**config.mk**
```make
export PLATFORM = sky130hd
export DESIGN_NAME = rsu_seq
export DESIGN_NICKNAME = d
export VERILOG_FILES = /design/src/logic/rsu_pkg.sv /design/src/logic/rsu_rec_mem.sv /design/src/logic/rsu_seq.sv
export SDC_FILE = /design/constraint.sdc
export NUM_CORES = 1
export LEC_CHECK = 0
export ABC_AREA = 1
export BUFFER_PORTS_ARGS = -buffer_cell sky130_fd_sc_hd__clkbuf_2
export CAP_MARGIN = 40
export CORE_MARGIN = 3
export CORE_UTILIZATION = 40
export CTS_CLUSTER_SIZE = 14
export DETAILED_ROUTE_END_ITERATION = 8
export PLACE_DENSITY_LB_ADDON = 0.08
export RECOVER_POWER = 50
export SLEW_MARGIN = 20
export SYNTH_ARGS = -nofsm -noshare
export SYNTH_HDL_FRONTEND = slang
export SYNTH_SLANG_ARGS = --single-unit
export TNS_END_PERCENT = 100
```
**constraint.sdc**
```tcl
create_clock -name clk_i -period 4 [get_ports clk_i]
set_input_delay 0.8 -clock clk_i [delete_from_list [all_inputs] [get_ports clk_i]]
set_output_delay 0.8 -clock clk_i [all_outputs]
set_load 0.005 [all_outputs]
```
**src/logic/rsu_pkg.sv**
```systemverilog
// rsu package: constants, types and helpers of the upgrade sequencer
package rsu_pkg;

   // ----------------------------------------
   // control and update register layout
   // ----------------------------------------
   typedef struct packed {
      logic rsv2;                  // reserved high bit
      logic early_done_check_opt;  // early done check option
      logic osc_int;               // internal startup clock option
      logic wd_en;                 // watchdog enable
      logic rsv1;                  // reserved low bit
      logic [21:0] ru_address;     // upper boot address bits
      logic [11:0] wd_timer;       // upper watchdog bits
   } rsu_ctl_t;

   // cause field, bit 4 is the highest priority
   typedef struct packed {
      logic ext;   // external configuration reset
      logic crc;   // crc error during load
      logic pin;   // error pin asserted
      logic wd;    // user watchdog expiry
      logic fab;   // fabric reconfiguration request
   } rsu_cause_t;

   // previous-state record, 31 bits
   typedef struct packed {
      rsu_cause_t cause;      // bits 30:26
      logic [1:0] mstate;     // bits 25:24
      logic [23:0] boot;      // bits 23:0
   } rsu_rec_t;

   // ----------------------------------------
   // constants
   // ----------------------------------------
   localparam rsu_ctl_t CTL_RESET = '0;      // control after error
   localparam rsu_ctl_t UPD_RESET = '0;      // update after reset
   localparam logic [1:0] MS_FACTORY = 2'h1; // factory image running
   localparam logic [1:0] MS_APP = 2'h2;     // application running
   localparam logic [16:0] WD_LOW = 17'h00008; // appended timeout bits
   localparam logic [1:0] ADDR_LOW = 2'h0;   // boot address low bits
   localparam logic [5:0] PAD6 = 6'h00;      // readout padding
   localparam logic [26:0] PAD27 = 27'h0000000; // cause word padding
   localparam logic [31:0] INVALID_WORD = 32'hffffffff; // bad capture
   localparam logic [4:0] CAUSE_NONE = 5'h00; // no cause yet

   // readout selectors
   localparam logic [2:0] SEL_CUR1 = 3'h0;   // current readout one
   localparam logic [2:0] SEL_CUR2 = 3'h1;   // current readout two
   localparam logic [2:0] SEL_PREV1 = 3'h2;  // record of this app
   localparam logic [2:0] SEL_PREV2 = 3'h3;  // record of app before
   localparam logic [2:0] SEL_CAUSE = 3'h4;  // status register cause

   // request hold time
   localparam int CLK_PERIOD_NS = 20;
   localparam int REQ_HOLD_NS = 250;
   localparam int REQ_HOLD_CYC =
      (REQ_HOLD_NS + CLK_PERIOD_NS - 1) / CLK_PERIOD_NS;
   localparam logic [3:0] HOLD_LAST = 4'(REQ_HOLD_CYC - 1);

   // ----------------------------------------
   // helpers
   // ----------------------------------------
   // full boot address from the stored upper bits
   function automatic logic [23:0] boot_of(input rsu_ctl_t c);
      return {c.ru_address, ADDR_LOW};
   endfunction

   // full watchdog timeout from the stored timer bits
   function automatic logic [28:0] wd_value(input rsu_ctl_t c);
      return {c.wd_timer, WD_LOW};
   endfunction

   // keep only the highest set cause bit
   function automatic rsu_cause_t pick_cause(input rsu_cause_t raw);
      logic [4:0] v;
      logic [4:0] w;
      v = raw;
      w = CAUSE_NONE;
      for (int i = 0; i < 5; i++) begin
         if (v[i]) begin
            w = 5'h01 << i;
         end
      end
      return w;
   endfunction

endpackage

```
**src/logic/rsu_rec_mem.sv**
```systemverilog
// rsu record store: two previous-state records with registered read
`timescale 1ns/100ps
module rsu_rec_mem
   import rsu_pkg::*;
(
   // clock and control
   input wire logic clk_i,
   input wire logic rst_i,
   input wire logic ce_i,
   // record push
   input wire logic push_i,
   input wire rsu_rec_t rec_i,
   // read port
   input wire logic rd_en_i,
   input wire logic rd_idx_i,
   output rsu_rec_t rd_o
);

   // ----------------------------------------
   // storage
   // ----------------------------------------
   rsu_rec_t mem [2];  // entry 0 newest, entry 1 older

   // push shifts the newest record into the older slot
   always_ff @(posedge clk_i) begin
      if (rst_i) begin
         mem[0] <= '0;
         mem[1] <= '0;
      end else if (ce_i && push_i) begin
         mem[1] <= mem[0];
         mem[0] <= rec_i;
      end
   end

   // registered read
   always_ff @(posedge clk_i) begin
      if (rst_i) begin
         rd_o <= '0;
      end else if (ce_i && rd_en_i) begin
         rd_o <= mem[rd_idx_i];
      end
   end

endmodule

```
**src/logic/rsu_seq.sv**
```systemverilog
// rsu sequencer: cause tracking, control sequencing and readouts
`timescale 1ns/100ps
module rsu_seq
   import rsu_pkg::*;
(
   // clock, reset, enable
   input wire logic clk_i,
   input wire logic rst_i,
   input wire logic ce_i,
   // reconfiguration causes, active high
   input wire logic external_config_reset_i,
   input wire logic config_error_pin_i,
   input wire logic crc_error_i,
   input wire logic user_watchdog_i,
   input wire logic fabric_reconfig_request_i,
   // configuration engine
   input wire logic load_done_i,
   // update register write
   input wire logic upd_wr_i,
   input wire rsu_ctl_t upd_data_i,
   // readout
   input wire logic rd_req_i,
   input wire logic [2:0] rd_sel_i,
   output logic [31:0] rd_data_o,
   output logic rd_valid_o,
   // sequencer outputs
   output rsu_ctl_t control_o,
   output logic [1:0] master_state_o,
   output logic reconfig_o
);

   // ----------------------------------------
   // declarations
   // ----------------------------------------
   typedef enum logic [1:0] {
      SQ_RUN,      // image running, watching causes
      SQ_CAPTURE,  // status written, control being set
      SQ_LOAD      // image loading
   } rsu_sq_t;

   rsu_sq_t state;           // sequencer state
   rsu_sq_t next_state;      // sequencer next state
   rsu_ctl_t upd_q;          // update register
   rsu_cause_t cause_q;      // status register cause
   logic target_app;         // next image is an application
   logic app_seen;           // an application has run
   logic [3:0] hold_cnt;     // request high time
   logic fab_done;           // request already served
   logic rd_p1;              // readout stage one valid
   logic [2:0] sel_p1;       // readout stage one select
   rsu_rec_t rec_rd;         // record read data
   rsu_cause_t raw;          // causes this cycle
   rsu_cause_t win;          // winning cause
   rsu_rec_t rec_new;        // record of leaving image
   logic trig;               // a cause is taken
   logic push;               // record is written
   logic fab_fire;           // request held long enough
   logic in_run;             // state is run
   logic in_app;             // application running
   logic upd_ok;             // update write allowed
   logic [31:0] cur1_w;      // current readout one
   logic [31:0] cur2_w;      // current readout two
   logic [31:0] prev_w;      // record readout
   logic [31:0] rd_mux;      // selected readout

   // ----------------------------------------
   // cause decode
   // ----------------------------------------
   assign in_run = (state == SQ_RUN);
   assign in_app = (master_state_o == MS_APP);
   // request is served once it has stood its full hold time
   assign fab_fire = fabric_reconfig_request_i && in_run &&
                     !fab_done && (hold_cnt == HOLD_LAST);
   // all five causes, the watchdog only in a running application
   assign raw = {external_config_reset_i,
                 crc_error_i,
                 config_error_pin_i,
                 user_watchdog_i && in_run && in_app,
                 fab_fire};
   assign win = pick_cause(raw);
   assign trig = (state != SQ_CAPTURE) && (raw != CAUSE_NONE);
   // only leaving a running application makes a record
   assign push = trig && in_run && in_app;
   assign rec_new = {win,
                     master_state_o,
                     boot_of(control_o)};
   assign upd_ok = upd_wr_i && in_run &&
                   (master_state_o == MS_FACTORY);

   // ----------------------------------------
   // sequencer
   // ----------------------------------------
   // next state: capture lasts one cycle, load waits for done
   always_comb begin
      next_state = state;
      unique case (state)
         SQ_RUN: begin
            if (trig) begin
               next_state = SQ_CAPTURE;
            end
         end
         SQ_CAPTURE: begin
            next_state = SQ_LOAD;
         end
         SQ_LOAD: begin
            if (trig) begin
               next_state = SQ_CAPTURE;   // new cause restarts
            end else if (load_done_i) begin
               next_state = SQ_RUN;
            end
         end
         default: begin
            next_state = SQ_RUN;          // unused code recovers
         end
      endcase
   end

   // state register
   always_ff @(posedge clk_i) begin
      if (rst_i) begin
         state <= SQ_RUN;
      end else if (ce_i) begin
         state <= next_state;
      end
   end

   // status register written as soon as a cause is taken
   always_ff @(posedge clk_i) begin
      if (rst_i) begin
         cause_q <= CAUSE_NONE;
         target_app <= 1'b0;
      end else if (ce_i && trig) begin
         cause_q <= win;
         target_app <= win.fab;
      end
   end

   // control set one cycle after the status, before the load
   always_ff @(posedge clk_i) begin
      if (rst_i) begin
         control_o <= CTL_RESET;
         reconfig_o <= 1'b0;
      end else if (ce_i) begin
         reconfig_o <= (state == SQ_CAPTURE);
         if (state == SQ_CAPTURE) begin
            // fabric copies update, any error clears
            control_o <= cause_q.fab ? upd_q : CTL_RESET;
         end
      end
   end

   // master state follows the image that finished loading
   always_ff @(posedge clk_i) begin
      if (rst_i) begin
         master_state_o <= MS_FACTORY;
         app_seen <= 1'b0;
      end else if (ce_i && state == SQ_LOAD && load_done_i &&
                   !trig) begin
         master_state_o <= target_app ? MS_APP : MS_FACTORY;
         app_seen <= app_seen | target_app;
      end
   end

   // update register, writable in factory only
   always_ff @(posedge clk_i) begin
      if (rst_i) begin
         upd_q <= UPD_RESET;
      end else if (ce_i && upd_ok) begin
         upd_q <= upd_data_i;
      end
   end

   // request hold counter, cleared whenever the request drops
   always_ff @(posedge clk_i) begin
      if (rst_i) begin
         hold_cnt <= 4'h0;
         fab_done <= 1'b0;
      end else if (ce_i) begin
         if (!fabric_reconfig_request_i) begin
            hold_cnt <= 4'h0;
            fab_done <= 1'b0;
         end else begin
            if (hold_cnt != HOLD_LAST) begin
               hold_cnt <= hold_cnt + 4'h1;
            end
            if (fab_fire) begin
               fab_done <= 1'b1;
            end
         end
      end
   end

   // ----------------------------------------
   // record store
   // ----------------------------------------
   rsu_rec_mem u_rec (
      .clk_i(clk_i),
      .rst_i(rst_i),
      .ce_i(ce_i),
      .push_i(push),
      .rec_i(rec_new),
      .rd_en_i(rd_req_i),
      .rd_idx_i(rd_sel_i == SEL_PREV2),
      .rd_o(rec_rd)
   );

   // ----------------------------------------
   // readout
   // ----------------------------------------
   // factory view and second application view share a layout
   assign cur2_w = {master_state_o, PAD6,
                    boot_of(control_o)};
   assign cur1_w = in_app ?
                   {master_state_o, control_o.wd_en,
                    wd_value(control_o)} :
                   cur2_w;
   assign prev_w = app_seen ? {1'b0, rec_rd} :
                   INVALID_WORD;
   assign rd_mux = (sel_p1 == SEL_CUR1) ? cur1_w :
                   (sel_p1 == SEL_CUR2) ? cur2_w :
                   (sel_p1 == SEL_PREV1) ? prev_w :
                   (sel_p1 == SEL_PREV2) ? prev_w :
                   (sel_p1 == SEL_CAUSE) ? {PAD27, cause_q} :
                   32'h00000000;

   // two-stage readout pipeline, data from a flop
   always_ff @(posedge clk_i) begin
      if (rst_i) begin
         rd_p1 <= 1'b0;
         sel_p1 <= SEL_CUR1;
         rd_valid_o <= 1'b0;
         rd_data_o <= 32'h00000000;
      end else if (ce_i) begin
         rd_p1 <= rd_req_i;
         sel_p1 <= rd_sel_i;
         rd_valid_o <= rd_p1;
         if (rd_p1) begin
            rd_data_o <= rd_mux;
         end
      end
   end

   // independent count of request cycles, for the hold check only
   logic [4:0] req_age;  // cycles the request has stood so far
   always_ff @(posedge clk_i) begin
      if (rst_i) begin
         req_age <= 5'h00;
      end else if (ce_i) begin
         if (!fabric_reconfig_request_i) begin
            req_age <= 5'h00;
         end else if (req_age != 5'h1f) begin
            req_age <= req_age + 5'h01;
         end
      end
   end
endmodule

```
Yosys cells after proc, flatten, opt, wreduce, memory -nomap -nowiden

Memory sizes are Yosys's and may differ from the RTL's. A register that Yosys moved wholly into a read port is not among the register bits.
Cells that the tools add are included.

Bits in writable memories: 62
Register bits after elaboration: 131
Memories kept: 1
Logic and storage cells: 106

Muxes and demuxes: 29
Bitwise operators: 3
Reduce and logical (&&, ||, !) cells: 27
Add/sub/neg operators: 1
Equal/unequal tests: 16

Memories:

| name      | depth | width | read ports | clocked after memory_dff | write ports | RTL line          | RTL |
|---|---|---|---|---|---|---|---|
| u_rec.mem | 2     | 31    | 2          | 1                        | 2           | rsu_rec_mem.sv:22 | `rsu_rec_t mem [2];` |

Operator list:

| operator                                                         | number |
|---|---|
| 32-bit two-way mux                                               | 5 |
| 31-bit two-way mux                                               | 2 |
| 39-bit two-way mux                                               | 1 |
| 30-bit two-way mux                                               | 1 |
| 5-bit two-way mux                                                | 5 |
| 1-bit logical AND                                                | 17 |
| 3-bit by 2-bit == test with 1-bit output (second input constant) | 3 |
| 1-bit two-way mux                                                | 8 |
| 2-bit two-way mux                                                | 4 |
| 4-bit two-way mux                                                | 2 |
| 2-bit AND reduction                                              | 4 |
| 2-bit by 1-bit != test with 1-bit output (second input constant) | 3 |
| 2-bit one-hot mux with 3 select lines                            | 1 |
| 5-bit nonzero test                                               | 1 |
| 4-bit by 1-bit adder with 4-bit output (second input constant)   | 1 |
| 2-bit by 1-bit == test with 1-bit output (second input constant) | 2 |
| 2-bit == test (second input constant)                            | 2 |
| 4-bit == test (second input constant)                            | 1 |
| 4-bit != test (second input constant)                            | 1 |
| 3-bit by 1-bit == test with 1-bit output (second input constant) | 1 |
| 3-bit == test (second input constant)                            | 1 |
| 3-bit logical NOT                                                | 1 |
| 3-bit != test (second input constant)                            | 1 |
| 1-bit bitwise OR                                                 | 3 |
| 4 further kinds                                                  | 5 |

Depth between registers and ports, before layout

Gate-level depths: netlist of run 1.

Word-level depth: 13
Mapped depth: 11
Gate-level depth less buffers: 10

Hierarchy

A second synthesis of run 1 with hierarchy kept.

Cells, all modules: 1,170
Area, all modules: 9,517.9 um2

By module, submodules not included:

| module      | instances | cells an instance | seq. area each (um2) | area each (um2) |
|---|---|---|---|---|
| rsu_seq     | 1         | 708               | 2,622.5              | 5,534.1 |
| rsu_rec_mem | 1         | 462               | 2,482.4              | 3,983.8 |

Least setup slack after synthesis of run 1

No wires, ideal clock.

Path type: input port to flip-flop
From: input port rst_i
To: memory u_rec.mem[0][10] in the netlist's numbering (enable)
Data required time: 3.350 ns
Arrival time: 2.475 ns
Library setup time: 0.650 ns
Path slack: 0.875 ns
Stages on the path: 5
Cells stage by stage: clkbuf_1 inv_1 buf_2 clkbuf_1 nand2_1

RTL lines:

| what        | RTL line          | RTL |
|---|---|---|
| from (decl) | rsu_seq.sv:8      | `input wire logic rst_i,` |
| to (decl)   | rsu_rec_mem.sv:22 |  |

Worst setup path in the final report of run 1

From: input port ce_i
To: register upd_q[17] in the netlist's numbering

Cells in the longest elaborated chain, start to end: 1

RTL lines:

| what                 | RTL line       | RTL |
|---|---|---|
| from (decl)          | rsu_seq.sv:9   | `input wire logic ce_i,` |
| 1-bit logical AND    | rsu_seq.sv:168 | `end else if (ce_i && upd_ok) begin` |
| to (signal assigned) | rsu_seq.sv:169 | `upd_q <= upd_data_i;` |
| to (decl)            | rsu_seq.sv:43  | `rsu_ctl_t upd_q;` |

No other way between the ends.
A chain may end at the register's enable or synchronous reset.

==> results.md, run 1 <==
- Outcome: finished with violations
- Failing checks: max-capacitance violations, max-slew violations
- Root Driver: clkbuf_16
- GR Util All Layers: 19.1%
- Power per cell area: 481 mW/mm^2
- P_sw: 1.24 mW
- DR WL/cell: 16.4 microns
- CP Launch Type: primary input
- Part of the power in combinational logic: 7.7%
- GR Layer Usage met3: 4.10%
- Post-CTS setup buffer count: 0
- Synthesized instance count: 1056
- Num CTS Buffers: 26
- Residual DRC count: 0
- GR peak layer: met1
- Static leakage power: 4.16 nW
- Hold_buf cts: 0
- Share of post-route cells with drive strength above 1: 18.3%
- Most common cell in the synthesized netlist: dfxtp_1
- Clk buf depth: 3
- Crit Path Max Fanout: 78
- Sequential power share: 47.1%
- Worst reg2reg startpoint: master_state_o[1]
- Reg clk slew, reported paths: 0.06 ns
- Yosys warnings: 0
- RSZ-0062 raised after global routing: no
- Total Wirelength: 24100 microns
- Vias in the first global route: 6834
- Pre-antenna DRT Iters: 7
- Final ANT Viol Nets: 0
- First-pass GRT wire length: 38200 microns
- Max-Cap Viols: 1
- Clock sink total: 218
- Total grt overflow: 0
- Seq cells post-synth: 218
- Top_reg_cell synth: dfxtp_1
- Std-Cell Rows: 55
- Core ar.: 0.0228 sq mm
- Largest net degree at the start of global routing: 79
- RD Place Congestion: 0.816
- Largest cells by area after synthesis: dfxtp_1 34%, edfxtp_1 19%, a21oi_1 6.6%
- Slew Limit Fails: 50
- Vias: 7155
- Reg-to-reg setup timing slack: 1.49 ns
- Ratio of final minimum period to clock period: 73.4%
- Clock Latency Late Sink: 0.52 ns
- Max Freq: 341 MHz
- Clock power frac: 45.1%
- Final setup violating endpoints: 0
- CP required: 4.36 ns
- Worst Slack Setup Final: 1.06 ns
- Total power: 5.16 mW
- Worst vdd ir: 0.000292 V
- Hold crit path type: reg -> reg
- Average via count per standard cell: 4.88
- Setup TNS: 0 ns
- Worst-Margin Slew: 2.73 ns
- Met2 Track Usage GR: 26.8%
- Clk_skew: 0.0158 ns
- WS Path Type: in -> reg
- Detailed placer's ending HPWL: 16500 microns
- H-tree Lvls: 1
- Yosys top cell by area: dfxtp_1
- Initial antenna violation count: 0
- Full die area: 0.0251 sq mm
- Boundary pin count: 128
- Mapped Nets: 1111
- Post-synth ARST share: 0%
- Yosys cell types: 33
- Register area: 0.00494 sq mm
- Final Hold Vio Count: 0
- Tmin final: 2.94 ns
- Final std cells w/o fill: 1467
- Worst setup EP type: register
- Fill cell count: 2225
- Sw Ratio: 24.1%
- CTS tree: done
- Die W: 159 microns
- Area Growth Syn to Fin: 15.1%
- Synth top area share: 34.4%
- Post-Place Worst Slack: 1.24 ns
- Die H: 159 microns
- Initial DRC Count: 474
- # resized after CTS: 0
- Starting Density: 40.9%
- Multi-input gate area: 0.00324 sq mm
- Seq/Total Area, Yosys: 53.1%
- Ant. Diodes: 0
- Worst slew margin: -81.8%
- Hold_sp: upd_q[8]
- Syn Area/Cell: 8.82 sq um
- CP Launch Point: ce_i
- Met1 Usage GRT: 30.0%
- # nets final: 1189
- Synthesized area: 0.00931 sq mm
- Top cells by count, synth: 160 x dfxtp_1, 148 x inv_1, 122 x a21oi_1, 104 x o21ai_0, 96 x nand2_1
- Power Internal: 3.91 mW
- CP arrival: 3.30 ns
- I/O Buffers: 127
- Placed cells: 1418
- EDFF count, synth: 58
[stage by stage]
step	hold slack (ns)	utilization, %	area (sq um)
floorplan	0.424	-	9310
global placement	0.433	43.7	9950
detailed placement	0.436	43.7	9960
CTS	0.446	47.5	10800
global route	0.464	47.0	10700
finish	0.443	47.0	10700
[power groups by stage]
stage / Sequential [mW] / Clock [mW] / Combinational (mW)
2_1_floorplan: 2.46 / 0 / 0.291
3_3_place_gp: 2.48 / 0 / 0.406
3_5_place_dp: 2.48 / 0 / 0.411
4_1_cts: 2.43 / 2.39 / 0.413
5_1_grt: 2.44 / 2.48 / 0.455
6_report: 2.43 / 2.33 / 0.399
[critical path, stage by stage]
cell and delay [ns]:
clkbuf_1 0.58, inv_2 0.30, nor2_1 0.19, nand4_2 0.09, clkbuf_2 0.69, o21ai_0 0.53
a21oi_1 0.06
[layout make-up]
cell class	count	area share [%]
clock buffer	34	6.83
timing repair buffer	145	6.49
inverter	155	5.43
sequential	218	46.2
clock inverter	14	1.14
multi-input combinational	588	30.3
tap	313	3.66
[worst paths after layout]
| check | to | cells past startpoint |
|---|---|---|
| setup reg to reg | u_rec.mem[1][13] | 5 |
| hold reg to reg | upd_q[8] | 2 |
| hold / removal | upd_q[8] | 2 |
| setup / recovery | upd_q[17] | 7 |
[metal layers]
layer	wire length, microns	share of wire [%]
met3	1660	6.9
met5	0	0
met4	398	1.7
met1	12000	50
met2	10000	42
[layout by cell type (no fill, tap or decap), types with 3 or more instances in the layout]
master,count
edfxtp_1,58
or2_2,7
nand2_1,95
a211oi_1,6
a31oi_1,21
inv_2,5
nor3_1,4
nor3_2,3
nor2_1,57
o211ai_1,63
inv_1,148
clkbuf_16,27
clkbuf_2,71
dfxtp_1,160
a21oi_1,122
nand4_1,5
clkbuf_8,3
buf_4,12
nor2_2,43
o21ai_0,104
clkinv_1,3
nand3_2,3
nand3_1,26
clkbuf_1,62
a211oi_2,17
clkinv_2,10
[sequential cells by signal (all words and copies together) (netlist names)]
signal,flops
app_seen,1
cause_q,4
control_o,39
fab_done,1
hold_cnt,4
master_state_o,2
rd_data_o,32
rd_p1,1
rd_valid_o,1
reconfig_o,1
sel_p1,3
state,2
target_app,1
u_rec.mem,58
u_rec.rd_o,29
upd_q,39
[logic make-up (layout without fill, tap and decap cells)]
logic type                 count (synthesis)  count (layout)  share of synthesized area (%)
DFF                                      218             218                           53.1
AOI/OAI and AO/OA                        335             335                           21.8
adders and majority gates                  2               2                          0.269
and+or+nand+nor                          248             248                           12.6
buffers and inverters                    250             348                           11.9
xor gates and xnor gates                   2               2                          0.188
other                                      1               1                         0.0403
(Power assumes the default switching activity.)
==> run 2: changes to the inputs <==
- clock period: 4 -> 2.8 ns (I/O delays scaled with it)
==> run 2 against run 1 <==
Against the previous run:
- the flow now finishes without violations
- worst setup slack got worse by 0.43 ns
- clock-buffer cell count increased by 10
- highest routed layer is now met5
- power increased by 46%
- die area unchanged
- first-iteration DRC count decreased by 16%
- global-route usage increased by 0.69 points
- sequential power increased by 43%
==> results.md, run 2 (synthesis gave the netlist of run 1 again) <==
- Reg-to-reg setup timing slack: 0.63 ns (-0.86 ns)
- Post-CTS setup buffer count: 0 (unchanged)
- Final Hold Vio Count: 0 (unchanged)
- Root Driver: clkbuf_16
- Worst Reg-to-Reg Cells: 9 (+4)
- Average via count per standard cell: 4.91 (+0.68%)
- Tmin final: 2.17 ns
- Multi-input gate area: 0.00322 sq mm (-0.66%)
- Worst vdd ir: 0.000337 V (+15%)
- Biggest register: u_rec.mem
- Core ar.: 0.0228 sq mm (unchanged)
- Std-Cell Rows: 55 (unchanged)
- Share of post-route cells with drive strength above 1: 18.9% (+0.60 points)
- CP Launch Type: register
- Vias: 7233 (+1.1%)
- Worst slew margin: 15.9% (+98 points)
- Commonest cells after routing, fill and taps aside: 160 x dfxtp_1, 150 x inv_1, 122 x a21oi_1
- Final core utilization: 47.6% (+0.58 points)
- Vias in the first global route: 7092 (+3.8%)
- Register area: 0.00494 sq mm (unchanged)
- Initial antenna violation count: 1 (+1)
- Setup TNS: 0 ns (unchanged)
- Worst Hold End: upd_q[11]
- Num CTS Buffers: 26 (unchanged)
- Worst setup EP type: register
- Top Registers: u_rec.mem: 58 flops, control_o: 39 flops, upd_q: 39 flops
- Max-Cap Viols: 0 (-1)
- # nets final: 1195 (+0.50%)
- Hold_sp: upd_data_i[11]
- Final ANT Viol Nets: 0 (unchanged)
- Hold_buf cts: 0 (unchanged)
- Starting Density: 40.9% (unchanged)
- GR Util All Layers: 19.8% (+0.69 points)
- Total grt overflow: 0 (unchanged)
- Full die area: 0.0251 sq mm (unchanged)
- Pre-antenna DRT Iters: 5 (-2)
- I/O Buffers: 127 (unchanged)
- Static leakage power: 4.26 nW (+2.2%)
- Residual DRC count: 0 (unchanged)
- Outcome: completed
- Worst-Margin Slew: 1.26 ns (-1.47 ns)
- Worst reg2reg startpoint: hold_cnt[0]
- # resized after CTS: 0 (unchanged)
- DR WL/cell: 16.9 microns (+2.8%)
- Hold crit path type: in -> reg
- CTS tree: done
- Die H: 159 microns (unchanged)
- CP arrival: 2.54 ns (-0.76 ns)
- Reg clk slew, reported paths: 0.06 ns (about the same)
- First-pass GRT wire length: 39600 microns (+3.9%)
- Worst reg2reg path endpoint: u_rec.mem[1][10]
- Largest net degree at the start of global routing: 99 (+25%)
- Clk buf depth: 3 (unchanged)
- Most common cell after layout, fill and taps aside: dfxtp_1
- Power per cell area: 694 mW/mm^2 (+44%)
- Boundary pin count: 128 (unchanged)
- Max Freq: 461 MHz
- Detailed placer's ending HPWL: 16800 microns (+1.4%)
- Ant. Diodes: 0 (unchanged)
- Clock Latency Late Sink: 0.52 ns (about the same)
- Ratio of final minimum period to clock period: 77.5%
- Fill cell count: 2289 (+2.9%)
- CP required: 3.17 ns (-1.19 ns)
- RD Place Congestion: 0.840 (+2.9%)
- Clock sink total: 218 (unchanged)
- Initial DRC Count: 397 (-16%)
- H-tree Lvls: 1 (unchanged)
- Die W: 159 microns (unchanged)
- Largest register FFs: 58 (unchanged)
- Clk_skew: 0.00968 ns (-0.00611 ns)
- Total power: 7.52 mW (+46%)
- WS Path Type: reg -> reg
- Area Growth Syn to Fin: 16.5%
- Slew Limit Fails: 0 (-100%)
- RSZ-0062 raised after global routing: no
- Total Wirelength: 24900 microns (+3.2%)
- Final setup violating endpoints: 0 (unchanged)
- Worst hold path depth: 3 (+1)
- Crit Path Max Fanout: 23 (-71%)
run 2: cell count changes in the layout (fill, tap and decap cells not counted), sizes merged:
cell	before	now
buf	16	22
clkinv	13	6
clkbuf	163	173
inv	154	153
bufinv	2	0
run 2: worst max-delay path, cell delays in order (launching register included):
cell,delay (ns)
dfxtp_1,0.33
inv_1,0.10
ha_1,0.15
nand2_1,0.05
nor2_1,0.18
nand3_1,0.23
nand3_2,0.21
nand4_4,0.27
buf_4,0.37
nor2_1,0.13
run 2: metal layers:
layer / GRT usage, % / share of wire, % / vias up
met5: 0 / 0.036 / -
met3: 4.87 / 6.8 / 44
li1: - / - / 3685
met1: 29.6 / 49 / 3296
met4: 5.33 / 2.2 / 2
met2: 28.6 / 42 / 206
run 2: power by group:
group / leakage, nW / switching (mW) / internal (mW)
registers: 1.91 / 0.0893 / 3.38
clock network: 0.456 / 1.30 / 2.16
logic: 1.90 / 0.389 / 0.197
run 2: per-stage QoR:
stage,hold slack [ns],area (sq um),std cells,setup WS (ns)
after global routing,0.322,10800,1473,0.362
after detailed placement,0.436,10100,1424,0.581
final,0.319,10800,1473,0.631
after global placement,0.434,10100,1424,0.660
after CTS,0.300,11000,1472,0.740
after floorplan,0.424,9310,1056,0.484
run 2: worst max path at each step:
stage	startpoint	endpoint	slack (ns)
4_1_cts	hold_cnt[0]	u_rec.mem[1][11]	0.74
5_1_grt	state[1]	upd_q[10]	0.36
3_3_place_gp	external_config_reset_i	u_rec.mem[1][11]	0.66
6_report	hold_cnt[0]	u_rec.mem[1][10]	0.63
3_5_place_dp	external_config_reset_i	u_rec.mem[1][11]	0.58
2_1_floorplan	rst_i	u_rec.mem[0][10]	0.48
run 2: area by class of cell:
cell class	count	area share (%)
sequential	218	45.6
multi-input combinational	588	29.7
clock buffer	44	8.24
timing repair buffer	151	7.28
inverter	155	5.37
tap	313	3.61
clock inverter	4	0.185
